### src/simd_fpu_consts.svh
`ifndef SIMD_FPU_CONSTS_SVH
`define SIMD_FPU_CONSTS_SVH

// Tag codes
`define TAG_VALID       2'h0
`define TAG_EMPTY       2'h3
// Stack top value after a packed-integer instruction
`define STACK_TOP_RESET 3'h0
// Exponent part of an aliased register
`define EXP_LSB         64
`define EXP_ONES        16'hffff
// Numeric, invalid-opcode and no-fault vectors
`define NUMERIC_VECTOR  8'h10
`define INV_OP_VECTOR   8'h06
`define NO_VECTOR       8'h00
// Prefix bytes
`define PFX_LOCK        8'hf0
`define PFX_ADDR        8'h67
`define PFX_OPSIZE      8'h66
`define PFX_REP         8'hf3
`define PFX_REPNE       8'hf2
`define PFX_CS          8'h2e
`define PFX_SS          8'h36
`define PFX_DS          8'h3e
`define PFX_ES          8'h26
`define PFX_FS          8'h64
`define PFX_GS          8'h65
// Segment selections
`define SEG_DEFAULT     3'h0
`define SEG_CS          3'h1
`define SEG_SS          3'h2
`define SEG_DS          3'h3
`define SEG_ES          3'h4
`define SEG_FS          3'h5
`define SEG_GS          3'h6

`endif

### src/simd_fpu_pkg.sv
package simd_fpu_pkg;

  // Instruction kind presented by the decoder
  typedef enum logic [2:0] {
    OP_NONE,
    OP_SIMD,
    OP_EMPTY_STATE,
    OP_FP_SAVE,
    OP_EXT_SAVE
  } op_kind_t;

  // One issued instruction
  typedef struct packed {
    op_kind_t    kind;
    logic [7:0]  prefix;
    logic        has_prefix;
    logic        has_mem;
    logic        writes_reg;
    logic [2:0]  reg_idx;
    logic [63:0] data;
  } instr_t;

  // Memory access status from the address path
  typedef struct packed {
    logic page_fault;
    logic seg_not_present;
    logic limit_violation;
  } mem_status_t;

  // Completion report
  typedef struct packed {
    logic       done;
    logic       fault;
    logic [7:0] vector;
    logic       restart;
  } result_t;

  typedef enum logic [1:0] {
    PFX_OK,
    PFX_INV_OP,
    PFX_RESERVED
  } pfx_class_t;

endpackage : simd_fpu_pkg

### src/prefix_check.sv
`timescale 1ns/100ps
`include "simd_fpu_consts.svh"

module prefix_check (
  // Prefix under test
  input  wire logic [7:0]               prefix,
  input  wire logic                     has_prefix,
  input  wire logic                     has_mem,
  // Classification
  output      simd_fpu_pkg::pfx_class_t pfx_class,
  output      logic                     addr_size_alt,
  output      logic [2:0]               seg_sel
);

  // Segment override decode, shared by class and selection
  function automatic logic [2:0] seg_of(input logic [7:0] p);
    unique case (p)
      `PFX_CS: seg_of = `SEG_CS;
      `PFX_SS: seg_of = `SEG_SS;
      `PFX_DS: seg_of = `SEG_DS;
      `PFX_ES: seg_of = `SEG_ES;
      `PFX_FS: seg_of = `SEG_FS;
      `PFX_GS: seg_of = `SEG_GS;
      default: seg_of = `SEG_DEFAULT;
    endcase
  endfunction : seg_of

  wire logic is_lock = has_prefix && prefix == `PFX_LOCK;
  wire logic is_addr = has_prefix && prefix == `PFX_ADDR;
  wire logic is_seg  = has_prefix && seg_of(prefix) != `SEG_DEFAULT;
  // Reserved-only prefixes; hint bytes share codes with segments
  wire logic is_resv = has_prefix && (prefix == `PFX_OPSIZE
                       || prefix == `PFX_REP || prefix == `PFX_REPNE);

  // Lock always faults; reserved ones fault too, the stricter choice
  assign pfx_class = is_lock ? simd_fpu_pkg::PFX_INV_OP
                   : is_resv ? simd_fpu_pkg::PFX_INV_OP
                   : ((is_addr || is_seg) && !has_mem)
                     ? simd_fpu_pkg::PFX_RESERVED
                   : simd_fpu_pkg::PFX_OK;
  assign addr_size_alt = is_addr && has_mem;
  assign seg_sel = (is_seg && has_mem) ? seg_of(prefix)
                                       : `SEG_DEFAULT;

endmodule : prefix_check

### src/simd_fpu_state.sv
`timescale 1ns/100ps
`include "simd_fpu_consts.svh"

// Functional notes
// - A packed-integer instruction other than the emptying one sets all tags to valid.
// - The emptying instruction marks the whole tag word empty.
// - The empty mark is code 11B in every tag field.
// - A packed-integer instruction other than the emptying one clears the stack top pointer.
// - A register write by a packed-integer instruction sets bits 64 to 79 to ones.
// - Both save instructions also store the packed-integer registers.
// - Each packed-integer register and tag lives in a floating-point register and tag.
// - Memory operands raise page, not-present and limit faults as any instruction.
// - No numeric exception comes from the instruction's own computation.
// - A pending floating-point exception raises vector 16 and the error output.
// - After the handler returns the faulting instruction restarts and runs normally.
// - A lock prefix raises the invalid-opcode fault.
// - The address-size prefix affects only instructions with a memory operand.
// - Segment overrides select the segment only for memory operands.
// - Operand-size, repeat and hint prefixes are reserved; here operand-size and repeat fault, hint bytes decode as segment overrides.
module simd_fpu_state #(
  parameter int NREGS = 8
) (
  // Clock and reset
  input  wire logic                      clk,
  input  wire logic                      rst,
  // Instruction issue
  input  wire logic                      issue,
  input       simd_fpu_pkg::instr_t      instr,
  input       simd_fpu_pkg::mem_status_t mem_status,
  // Floating-point side
  input  wire logic                      fp_exc_pending,
  input  wire logic                      handler_return,
  // Completion and outputs
  output      simd_fpu_pkg::result_t     result,
  output      logic                      fp_error_out_n,
  output      logic [2*NREGS-1:0]        tag_word,
  output      logic [2:0]                stack_top_pointer,
  output      logic                      addr_size_alt,
  output      logic [2:0]                seg_sel,
  // State save stream
  output      logic                      save_valid,
  output      logic [79:0]               save_data
);

  // Index width of the shared register file
  localparam int IW = $clog2(NREGS);

  // Aliased storage: one array for both register views
  logic [79:0]         fpr_q [NREGS];
  logic [2*NREGS-1:0]  tag_q;
  logic [2:0]          top_q;
  logic                err_n_q;                            // Active low, as the pin
  simd_fpu_pkg::result_t res_q;
  logic                alt_q;
  logic [2:0]          seg_q;
  logic                sv_busy_q;
  logic [IW-1:0]       sv_idx_q;
  logic                sv_valid_q;
  logic [79:0]         sv_data_q;

  // Prefix check results
  simd_fpu_pkg::pfx_class_t pfx_class;
  logic                     alt_w;
  logic [2:0]               seg_w;

  // Prefix classification and address and segment selection
  prefix_check u_pfx (
    .prefix        (instr.prefix),
    .has_prefix    (instr.has_prefix),
    .has_mem       (instr.has_mem),
    .pfx_class     (pfx_class),
    .addr_size_alt (alt_w),
    .seg_sel       (seg_w)
  );

  // Kind match, shared by every decode below
  function automatic logic kind_is(input simd_fpu_pkg::op_kind_t k,
                                   input simd_fpu_pkg::op_kind_t want);
    kind_is = k == want;
  endfunction : kind_is

  // Decode of the issued instruction
  wire logic is_simd  = issue
                        && kind_is(instr.kind, simd_fpu_pkg::OP_SIMD);
  wire logic is_empty = issue
                        && kind_is(instr.kind, simd_fpu_pkg::OP_EMPTY_STATE);
  // A save during a walk is dropped; restarting would tear the stream
  wire logic is_save  = issue && !sv_busy_q
                        && (kind_is(instr.kind, simd_fpu_pkg::OP_FP_SAVE)
                         || kind_is(instr.kind, simd_fpu_pkg::OP_EXT_SAVE));
  wire logic pk_instr = is_simd || is_empty;
  wire logic inv_op_fault = pk_instr
                            && pfx_class == simd_fpu_pkg::PFX_INV_OP;
  // Memory faults arrive from the shared address path as for any op
  wire logic mem_fault = is_simd && instr.has_mem
                         && (mem_status.page_fault
                          || mem_status.seg_not_present
                          || mem_status.limit_violation);
  // Only an already pending exception can raise a numeric error
  wire logic num_fault = pk_instr && !inv_op_fault && !mem_fault
                         && fp_exc_pending;
  // Any fault blocks the whole commit, so no partial update of tags,
  // stack top or register is ever left behind
  wire logic any_fault = inv_op_fault || mem_fault || num_fault;
  wire logic commit_simd  = is_simd && !any_fault;
  wire logic commit_empty = is_empty && !any_fault;

  // Fault vector priority: prefix, memory, numeric; a memory fault
  // carries no vector here, the existing fault path supplies it
  wire logic [7:0] vec_w = inv_op_fault ? `INV_OP_VECTOR
                         : num_fault    ? `NUMERIC_VECTOR
                         : `NO_VECTOR;

  // Tag word next value, one field beside each aliased register
  logic [2*NREGS-1:0] tag_d;

  for (genvar r = 0; r < NREGS; r++) begin : g_tag
    assign tag_d[2*r +: 2] = commit_empty ? `TAG_EMPTY
                           : commit_simd  ? `TAG_VALID
                           : tag_q[2*r +: 2];
  end

  // Stack top next value, cleared by a committed packed op other than the emptying one
  wire logic [2:0] top_d = commit_simd ? `STACK_TOP_RESET : top_q;

  // Register write: data plus all-ones exponent, same commit edge
  // Forcing the exponent keeps the floating-point view from ever
  // seeing an old exponent under new packed data
  wire logic [79:0] wr_val = {`EXP_ONES, instr.data};
  wire logic        wr_en  = commit_simd && instr.writes_reg;

  // Aliased register file
  // No per-view copy exists: both views read this one array
  always_ff @(posedge clk) begin
    if (rst) begin
      for (int i = 0; i < NREGS; i++) begin
        fpr_q[i] <= '0;
      end
    end else if (wr_en) begin
      fpr_q[instr.reg_idx[IW-1:0]] <= wr_val;
    end
  end

  // Architectural state commit
  // Tags and stack top move on the same edge as the register write
  always_ff @(posedge clk) begin
    if (rst) begin
      tag_q <= {NREGS{`TAG_EMPTY}};
      top_q <= `STACK_TOP_RESET;
    end else begin
      tag_q <= tag_d;
      top_q <= top_d;
    end
  end

  // Error pin held low while the handler runs; a new error beats the
  // return in the same cycle, so a fresh exception is never lost
  wire logic err_n_d = num_fault      ? 1'b0
                     : handler_return ? 1'b1
                     : err_n_q;

  // Pin register resets released, so no false error after reset
  always_ff @(posedge clk) begin
    if (rst) begin
      err_n_q <= 1'b1;
    end else begin
      err_n_q <= err_n_d;
    end
  end

  // Completion report, one cycle after issue
  // Address and segment outputs follow packed instructions other than the emptying
  // one; every other cycle returns them to the default
  always_ff @(posedge clk) begin
    if (rst) begin
      res_q <= '0;
      alt_q <= 1'b0;
      seg_q <= `SEG_DEFAULT;
    end else begin
      res_q.done    <= pk_instr;
      res_q.fault   <= any_fault;
      res_q.vector  <= vec_w;
      res_q.restart <= num_fault;
      alt_q         <= is_simd ? alt_w : 1'b0;
      seg_q         <= is_simd ? seg_w : `SEG_DEFAULT;
    end
  end

  // Save walk over the shared registers, one word per cycle
  // The walk reads the live array, so a packed write during a walk
  // may already show in words not yet sent
  wire logic sv_last = sv_idx_q == IW'(NREGS - 1);

  always_ff @(posedge clk) begin
    if (rst) begin
      sv_busy_q  <= 1'b0;
      sv_idx_q   <= '0;
      sv_valid_q <= 1'b0;
      sv_data_q  <= '0;
    end else begin
      sv_valid_q <= sv_busy_q;
      sv_data_q  <= sv_busy_q ? fpr_q[sv_idx_q] : '0;
      if (is_save) begin
        sv_busy_q <= 1'b1;
        sv_idx_q  <= '0;
      end else if (sv_busy_q) begin
        sv_busy_q <= !sv_last;
        sv_idx_q  <= sv_last ? '0 : IW'(sv_idx_q + 1'b1);
      end
    end
  end

  // Outputs straight from flip-flops
  // The error pin register already holds the active-low level
  assign result            = res_q;
  assign fp_error_out_n    = err_n_q;
  assign tag_word          = tag_q;
  assign stack_top_pointer = top_q;
  assign addr_size_alt     = alt_q;
  assign seg_sel           = seg_q;
  assign save_valid        = sv_valid_q;
  assign save_data         = sv_data_q;

endmodule : simd_fpu_state

### config.mk
export PLATFORM = sky130hd
export DESIGN_NAME = simd_fpu_state
export DESIGN_NICKNAME = d
export VERILOG_FILES = /design/src/simd_fpu_pkg.sv /design/src/prefix_check.sv /design/src/simd_fpu_state.sv
export VERILOG_INCLUDE_DIRS = /design/src
export SDC_FILE = /design/constraint.sdc
export NUM_CORES = 1
export LEC_CHECK = 0
export BUFFER_PORTS_ARGS = -buffer_cell sky130_fd_sc_hd__clkbuf_2
export CORE_AREA = 10 10 253 255
export DETAILED_ROUTE_END_ITERATION = 8
export DIE_AREA = 0 0 263 265
export GPL_ROUTABILITY_DRIVEN = 0
export PLACE_DENSITY = 0.75
export SYNTH_ARGS = -nofsm -noshare
export SYNTH_HDL_FRONTEND = slang
export SYNTH_SLANG_ARGS = --single-unit
### constraint.sdc
create_clock -name clk -period 10.1 [get_ports clk]
set_clock_uncertainty 0.15 [all_clocks]
set_input_delay 2.02 -clock clk [delete_from_list [all_inputs] [get_ports clk]]
set_output_delay 2.02 -clock clk [all_outputs]
set_load 0.1 [all_outputs]
* Word-level counts from Yosys, hierarchy flattened
Memory sizes are Yosys's and may differ from the RTL's. A register that Yosys moved wholly into a read port is not among the register bits. Index checks and enable logic that the tools add are counted.
Word-level totals: bits in registers 34, bits in writable memories 640, input bits 89, output and inout port bits 116, word-level logic and storage cells 97, memories kept 1
Memories:
- fpr_q | depth 8, width 80, read ports 1, clocked after Yosys merged registers in 1, write ports 8, line simd_fpu_state.sv:49 | logic [79:0] fpr_q [NREGS];
Cells by class: add/subtract/negate cells 1, equality and inequality tests 17, muxes and demuxes 19, bitwise gates (word level) 3, reductions and logical operators 44
Operator list (count):
- $mux 80 | 1
- $reduce_or 80->1 | 1
- $eq 8x6->1 const B | 4
- $eq 8x7->1 const B | 4
- $eq 8x8->1 const B | 3
- $logic_and 1x1->1 | 20
- $pmux 3 s6 | 1
- $mux 1 | 10
- $reduce_or 2->1 | 5
- $logic_or 1x1->1 | 9
- $mux 3 | 3
- $eq 3x2->1 const B | 2
- $eq 3x3->1 const B | 2
- $logic_not 1->1 | 6
- $mux 2 | 3
- $mux 5 | 1
- $add 3x1->3 const B | 1
- $eq 3x1->1 const B | 1
- $not 1->1 | 3
- $reduce_bool 3->1 | 1
- $reduce_or 3->1 | 1
- $eq 2x1->1 const B | 1
- $reduce_bool 2->1 | 1

* Longest topological paths before layout
Gate-level depths: netlist of run 1.
word-level depth 24, mapped depth 7, gate-level depth less buffers 5

* Cells and area by module
A second synthesis of run 1 with hierarchy kept.
Unflattened totals: cell total of the unflattened synthesis 2141, area total of the unflattened synthesis 25841.0 um2
Modules (own cells, without submodules):
- simd_fpu_state | times used 1, cells each 2112, area each 25652.1 um2, seq. area each 17156.5 um2
- prefix_check | times used 1, cells each 29, area each 188.9 um2, seq. area each 0.0 um2

* Worst setup path after synthesis of run 1
Ideal clock, no wire load.
path type input -> register, start in mem_status[1] in the netlist's numbering, end mem fpr_q[5][0] (enable), setup time 0.574 ns, arrival 7.587 ns, required time 9.376 ns, setup slack 1.789 ns, cell stages on the path 6, path buffers 2, cells stage by stage o31ai_2 and4_1 clkbuf_1 buf_2 nand3_1 o21ai_0
RTL lines:
- from (decl) | line simd_fpu_state.sv:29 | input simd_fpu_pkg::mem_status_t mem_status,
- to (decl) | line simd_fpu_state.sv:49

==> run_results.csv, run 1 <==
group,metric,value,unit
grt,grt_pass1_vias,20466,
setup_path,crit_path_max_incr_delay,0.78,ns
die,die_h,265,um
detailed_routing,firstDrtPassIters,6,
synth,synthMuxAreaShare,0.123,
synth,seq_area_frac_synth,0.588,
cells_and_area,multi_input_area,10500,um2
detailed_routing,viasPerCell,6.58,
grt,met3_usage,0.0408,
synth,synthXorXnorAreaFrac,0.000300,
run,maxCapViolations,0,
pwr,power_density,174,nW/um2
place,hpwl,40200,um
synth,synth_top_area_cell,"edfxtp_1",
synth,synth-compound-area-share,0.00807,
setup_path,worst-endpoint-required,10.21,ns
synth,synth_top_family_by_area,"simple AND/OR/NAND/NOR gates",
run_status,outcome,"complete, no violations",
cells_and_area,final_cell_mix,"nand3_1 (521), edfxtp_1 (512), nor4_1 (258), nor3_1 (258), clkbuf_2 (194)",
grt,grt_max_degree,259,
grt,use_met2,0.352,
setup_path,worstSetupStartpointType,"input port",
timing,fin_crit_sh,0.479,
timing,clock.fmax,207,MHz
clocking,htree_levels,2,
cells_and_area,num-nets-final,2443,
setup_path,critPathKind,"input port to flop",
clocking,cts_buffers,60,
synth,ys_ff_latch,601,
synth,synthArstFlopShare,0,
cells_and_area,nFillCells,4781,
cells_and_area,finish.utilization,0.544,
pwr,irDropWorstVdd,0.000127,V
synth,synth_area_leaders,"edfxtp_1 (53%), mux4_2 (10%), nand3_1 (8.9%), dfxtp_1 (6.1%), nor4_1 (5.5%)",
clocking,cts_setup_buffers,0,
setup_path,slowest_stage,"buf_4",
detailed_routing,routedWlPerCell,24.2,um
clocking,clockRootBuffer,"clkbuf_16",
detailed_routing,dr_total_vias,20948,
grt,antenna_found_initial,6,
cells_and_area,seqCellArea,17200,um2
cells_and_area,final_common_cell,"nand3_1",
detailed_routing,remaining_drc_errors,0,
timing,tns,0,ns
detailed_routing,drtIter0Drc,2940,
cells_and_area,area_growth,9.72,%
grt,grt_pass1_wl,120000,um
setup_path,r2r_setup_slack,6.60,ns
synth,synth_enable_flop_cells,512,
synth,synth_adder_area_share,0.000858,
setup_path,cpMostUsedCell,"buf_4",
grt,grt.overflow.total,0,
synth,synthFlopType,"edfxtp_1",
pwr,leakagePower,9.19,nW
detailed_routing,finalWirelength,76900,um
detailed_routing,ant_nets,0,
synth,synth_area,29200,um2
clocking,cts.sinks,601,
die,ios,205,
timing,finalHoldViolations,0,
synth,syn_avg_cell_area,12.1,um2
clocking,cts_tree,"built",
clocking,hold_buffers,0,
timing,timing.final.crit_period,4.83,ns
grt,grt_usage,0.214,
min_path,hold_depth,1,
cells_and_area,drive_gt1_frac,0.196,
die,die_area,69700,um2
clocking,cts.path.max_buffers,3,
timing,max-slew-margin-rel,0.203,
synth,yosysTopAreaCellShare,0.527,
die,initial_utilization,0.496,
timing,rsz0062_at_grt,"no",
grt,gr-max-usage-layer,"met2",
synth,yosys.area_share.simple,0.222,
clocking,clk_latency,0.64,ns
timing,setup_viol,0,
synth,synthCells,2407,
die,core,58800,um2
min_path,hold_path.class,"flop to flop",
timing,worstMarginPinSlew,1.19,ns
timing,whs,0.319,ns
synth,synth.distinct_cells,44,
grt,gr-usage-met1,0.276,
die,die_w,263,um
clocking,clkTransAtPathRegs,0.06,ns
setup_path,path_max_fanout,83,
setup_path,arrival,4.95,ns
clocking,cts_resized,0,
die,placementRows,89,
setup_path,endpoint_kind,"flop",
setup_path,worst_r2r_path_depth,5,
timing,drv_slew,0,
place,port_buffers,196,
synth,yosysWarnings,0,
setup_path,crit_chain,"buf_8 -> buf_4 -> buf_4 -> nand3_1 -> o21ai_4 -> buf_4",
## per-layer routing
| layer | share of wire | vias to the layer above |
|---|---|---|
| met3 | 0.099 | 163 |
| met4 | 0.028 | 2 |
| met1 | 0.38 | 10275 |
| met2 | 0.49 | 1231 |
| li1 | - | 9277 |
| met5 | 0.00026 | - |
## synthesized netlist by cell type (6+ instances only)
cell / instances
mux4_2: 130
nor2b_1: 70
nor4_1: 258
dfxtp_1: 89
nand3_1: 521
edfxtp_1: 512
buf_2: 84
mux2i_1: 67
buf_4: 53
nand4_1: 6
buf_1: 13
nor2_1: 77
o2bb2ai_1: 8
nor3_1: 258
clkbuf_1: 204
## metrics by stage
stage	cell area, um2	total power [mW]	setup slack (ns)	std cells
4_1_cts	32000	5.60	5.37	3177
3_5_place_dp	30000	3.36	4.71	3063
2_1_floorplan	29200	3.21	1.79	2414
5_1_grt	32000	5.75	5.15	3181
3_3_place_gp	30000	3.34	4.77	3063
6_report	32000	5.58	5.27	3184
## final timing paths
path,startpoint,to
max,instr[66],fpr_q[4][47]
min,fpr_q[5][78],fpr_q[5][78]
max reg2reg,sv_idx_q[0],save_data[37]
min reg2reg,fpr_q[5][78],fpr_q[5][78]
## kinds of logic (layout without fill, tap and decap cells)
kind of cell	Yosys count	in the layout
other	1	15
flip-flops	601	601
buffers and inverters	359	349
AND/OR/NAND/NOR	1217	1217
XOR/XNOR	1	1
multiplexers	197	197
AO/OA/AOI/OAI	29	29
adder cells (fa/ha/maj)	2	2
## report_power, final
| part | switching [mW] | internal (mW) |
|---|---|---|
| registers | 0.0355 | 2.80 |
| logic | 0.339 | 0.137 |
| clock network | 0.954 | 1.32 |
| total | 1.33 | 4.25 |
## flip-flops by register name, summed over array words and instances (netlist names)
register        flops
fpr_q             520
save_data          65
result              5
seg_sel             3
sv_idx_q            3
addr_size_alt       1
fp_error_out_n      1
save_valid          1
sv_busy_q           1
tag_word            1
## layout make-up
cell class              instances  share of cell area
flip-flops and latches        601               0.537
multi-input cells            1454               0.328
clock buffers                  88              0.0544
repair buffers                231              0.0410
well taps                     773              0.0302
clock inverters                26             0.00837
inverters                       4            0.000704
diodes                          7            0.000548
## worst max-delay path, delay by kind of cell
kind | cells | cell delay, ns
and+or+nand+nor | 1 | 0.25
AOI/OAI and AO/OA | 1 | 0.20
buffers and inverters | 4 | 2.31
(Power assumes the default switching activity.)
==> run 2, diff against run 1 <==
- clock period: 10.1 -> 4.7 ns (I/O delays scaled with it)
==> run 2 against run 1 <==
  * Worst hold slack got worse by 0.0077 ns
  * Non-clock buffer count up 21
  * Design area increased by 0.83%
  * Worst setup slack got worse by 3.9 ns
  * Global-route usage about the same
  * Largest cell class unchanged
==> run_results.csv, run 2 (synthesis gave the netlist of run 1 again) <==
group,metric,value,unit
clocking,clkTransAtPathRegs,0.06,ns
detailed_routing,top_layer,"met5",
timing,clock.fmax,296,MHz
clocking,clockRootBuffer,"clkbuf_16",
detailed_routing,dr_total_vias,21130,
detailed_routing,ant_nets,0,
detailed_routing,wl_met2,39000,um
grt,grt_usage,0.214,
timing,rsz0062_at_grt,"no",
die,die_w,263,um
cells_and_area,finish.utilization,0.549,
die,placementRows,89,
detailed_routing,routedWlPerCell,24.1,um
cells_and_area,drive_gt1_frac,0.203,
clocking,htree_levels,2,
setup_path,worst-endpoint-required,4.84,ns
timing,fin_crit_sh,0.720,
clocking,cts_buffers,60,
cells_and_area,nFillCells,4839,
min_path,hold_path.class,"flop to flop",
timing,finalHoldViolations,0,
detailed_routing,wl_met3,7350,um
setup_path,crit_chain,"clkbuf_2 -> nor3b_1 -> and4_1 -> nand3_1 -> o21ai_4 -> buf_12",
detailed_routing,drtIter0Drc,3157,
cells_and_area,final_cell_mix,"nand3_1 (521), edfxtp_1 (512), nor4_1 (258), nor3_1 (258), clkbuf_2 (194)",
grt,grt_max_degree,269,
pwr,irDropWorstVdd,0.000326,V
cells_and_area,largest_reg_flops,520,
detailed_routing,finalWirelength,77200,um
run_status,outcome,"complete, no violations",
cells_and_area,stdcell_area,32300,um2
place,place_area,30300,um2
grt,grt.overflow.total,0,
setup_path,critPathTopFamily,"simple AND/OR/NAND/NOR gates",
setup_path,slowest_stage,"o21ai_4",
timing,setup_viol,0,
clocking,cts_resized,0,
clocking,cts.sinks,601,
setup_path,arrival,3.52,ns
die,ios,205,
die,initial_utilization,0.496,
timing,drv_slew,0,
detailed_routing,remaining_drc_errors,0,
clocking,clk_latency,0.63,ns
timing,whs,0.311,ns
timing,finalWorstSetupSlack,1.32,ns
cells_and_area,final_common_cell,"nand3_1",
timing,worstMarginPinSlew,1.37,ns
detailed_routing,viasPerCell,6.59,
pwr,power_density,367,nW/um2
cells_and_area,multi_input_area,10500,um2
die,die_area,69700,um2
clocking,hold_buffers,0,
cells_and_area,regMostFlops,"fpr_q",
cells_and_area,final_cells,3204,
clocking,cts_setup_buffers,0,
setup_path,worstSetupStartpointType,"input port",
timing,max-slew-margin-rel,0.0894,
clocking,cts_tree,"built",
setup_path,endpoint_kind,"flop",
grt,antenna_found_initial,9,
clocking,cts.path.max_buffers,3,
die,die_h,265,um
grt,grt_pass1_wl,121000,um
setup_path,path_max_fanout,39,
setup_path,crit_path_max_incr_delay,0.93,ns
setup_path,critPathKind,"input port to flop",
place,dp_slack,0.741,ns
place,port_buffers,196,
cells_and_area,area_growth,10.6,%
die,core,58800,um2
timing,tns,0,ns
pwr,totalPowerFinal,11.8,mW
setup_path,path_buf_inv,2,
place,hpwl,42300,um
detailed_routing,wl_met1,28200,um
timing,timing.final.crit_period,3.38,ns
cells_and_area,seqCellArea,17200,um2
run,maxCapViolations,0,
grt,grt_pass1_vias,20713,
cells_and_area,num-nets-final,2464,
detailed_routing,firstDrtPassIters,6,
place,place_inst,3084,
pwr,leakagePower,9.30,nW
## run 2: cell count changes in the layout (fill, tap and decap cells not counted), sizes merged
cell and delta:
buf +21, bufinv -4, clkinvlp +4, clkbuf +2
clkinv -2, diode -1
## run 2: worst reg2reg max path: cells and delay by family, from the launching register on
kind | cells | cell delay, ns
buffers and inverters | 1 | 0.48
flip-flops | 1 | 0.77
multiplexers | 2 | 0.89
AND/OR/NAND/NOR | 1 | 0.07
## run 2: path summary, 6_finish.rpt
path | from | end | slack [ns] | cells past startpoint
worst min register to register | fpr_q[0][78] | fpr_q[0][78] | 0.31 | 1
worst max-delay path | instr[80] | fpr_q[6][9] | 1.32 | 6
worst max register to register | sv_idx_q[0] | save_data[31] | 2.21 | 4
worst min-delay path | fpr_q[0][78] | fpr_q[0][78] | 0.31 | 1
## run 2: routing by layer
layer | up-vias | global-route usage
li1 | 9322 | -
met1 | 10391 | 0.270
met2 | 1252 | 0.360
met3 | 159 | 0.0391
met4 | 6 | 0.0873
met5 | - | 0
## run 2: final cells by class
class,count,area share
Timing Repair Buffer,252,0.0514
Clock buffer,90,0.0548
Antenna cell,6,0.000465
Clock inverter,24,0.00496
Multi-Input combinational cell,1454,0.325
Sequential cell,601,0.532
Tap cell,773,0.0300
Inverter,4,0.000698
## run 2: where the power goes
part           internal [mW]  switching [mW]  leakage (nW)
Combinational          0.310           0.733          2.78
Clock                   2.65            2.05         0.940
Sequential              6.01          0.0771          5.58
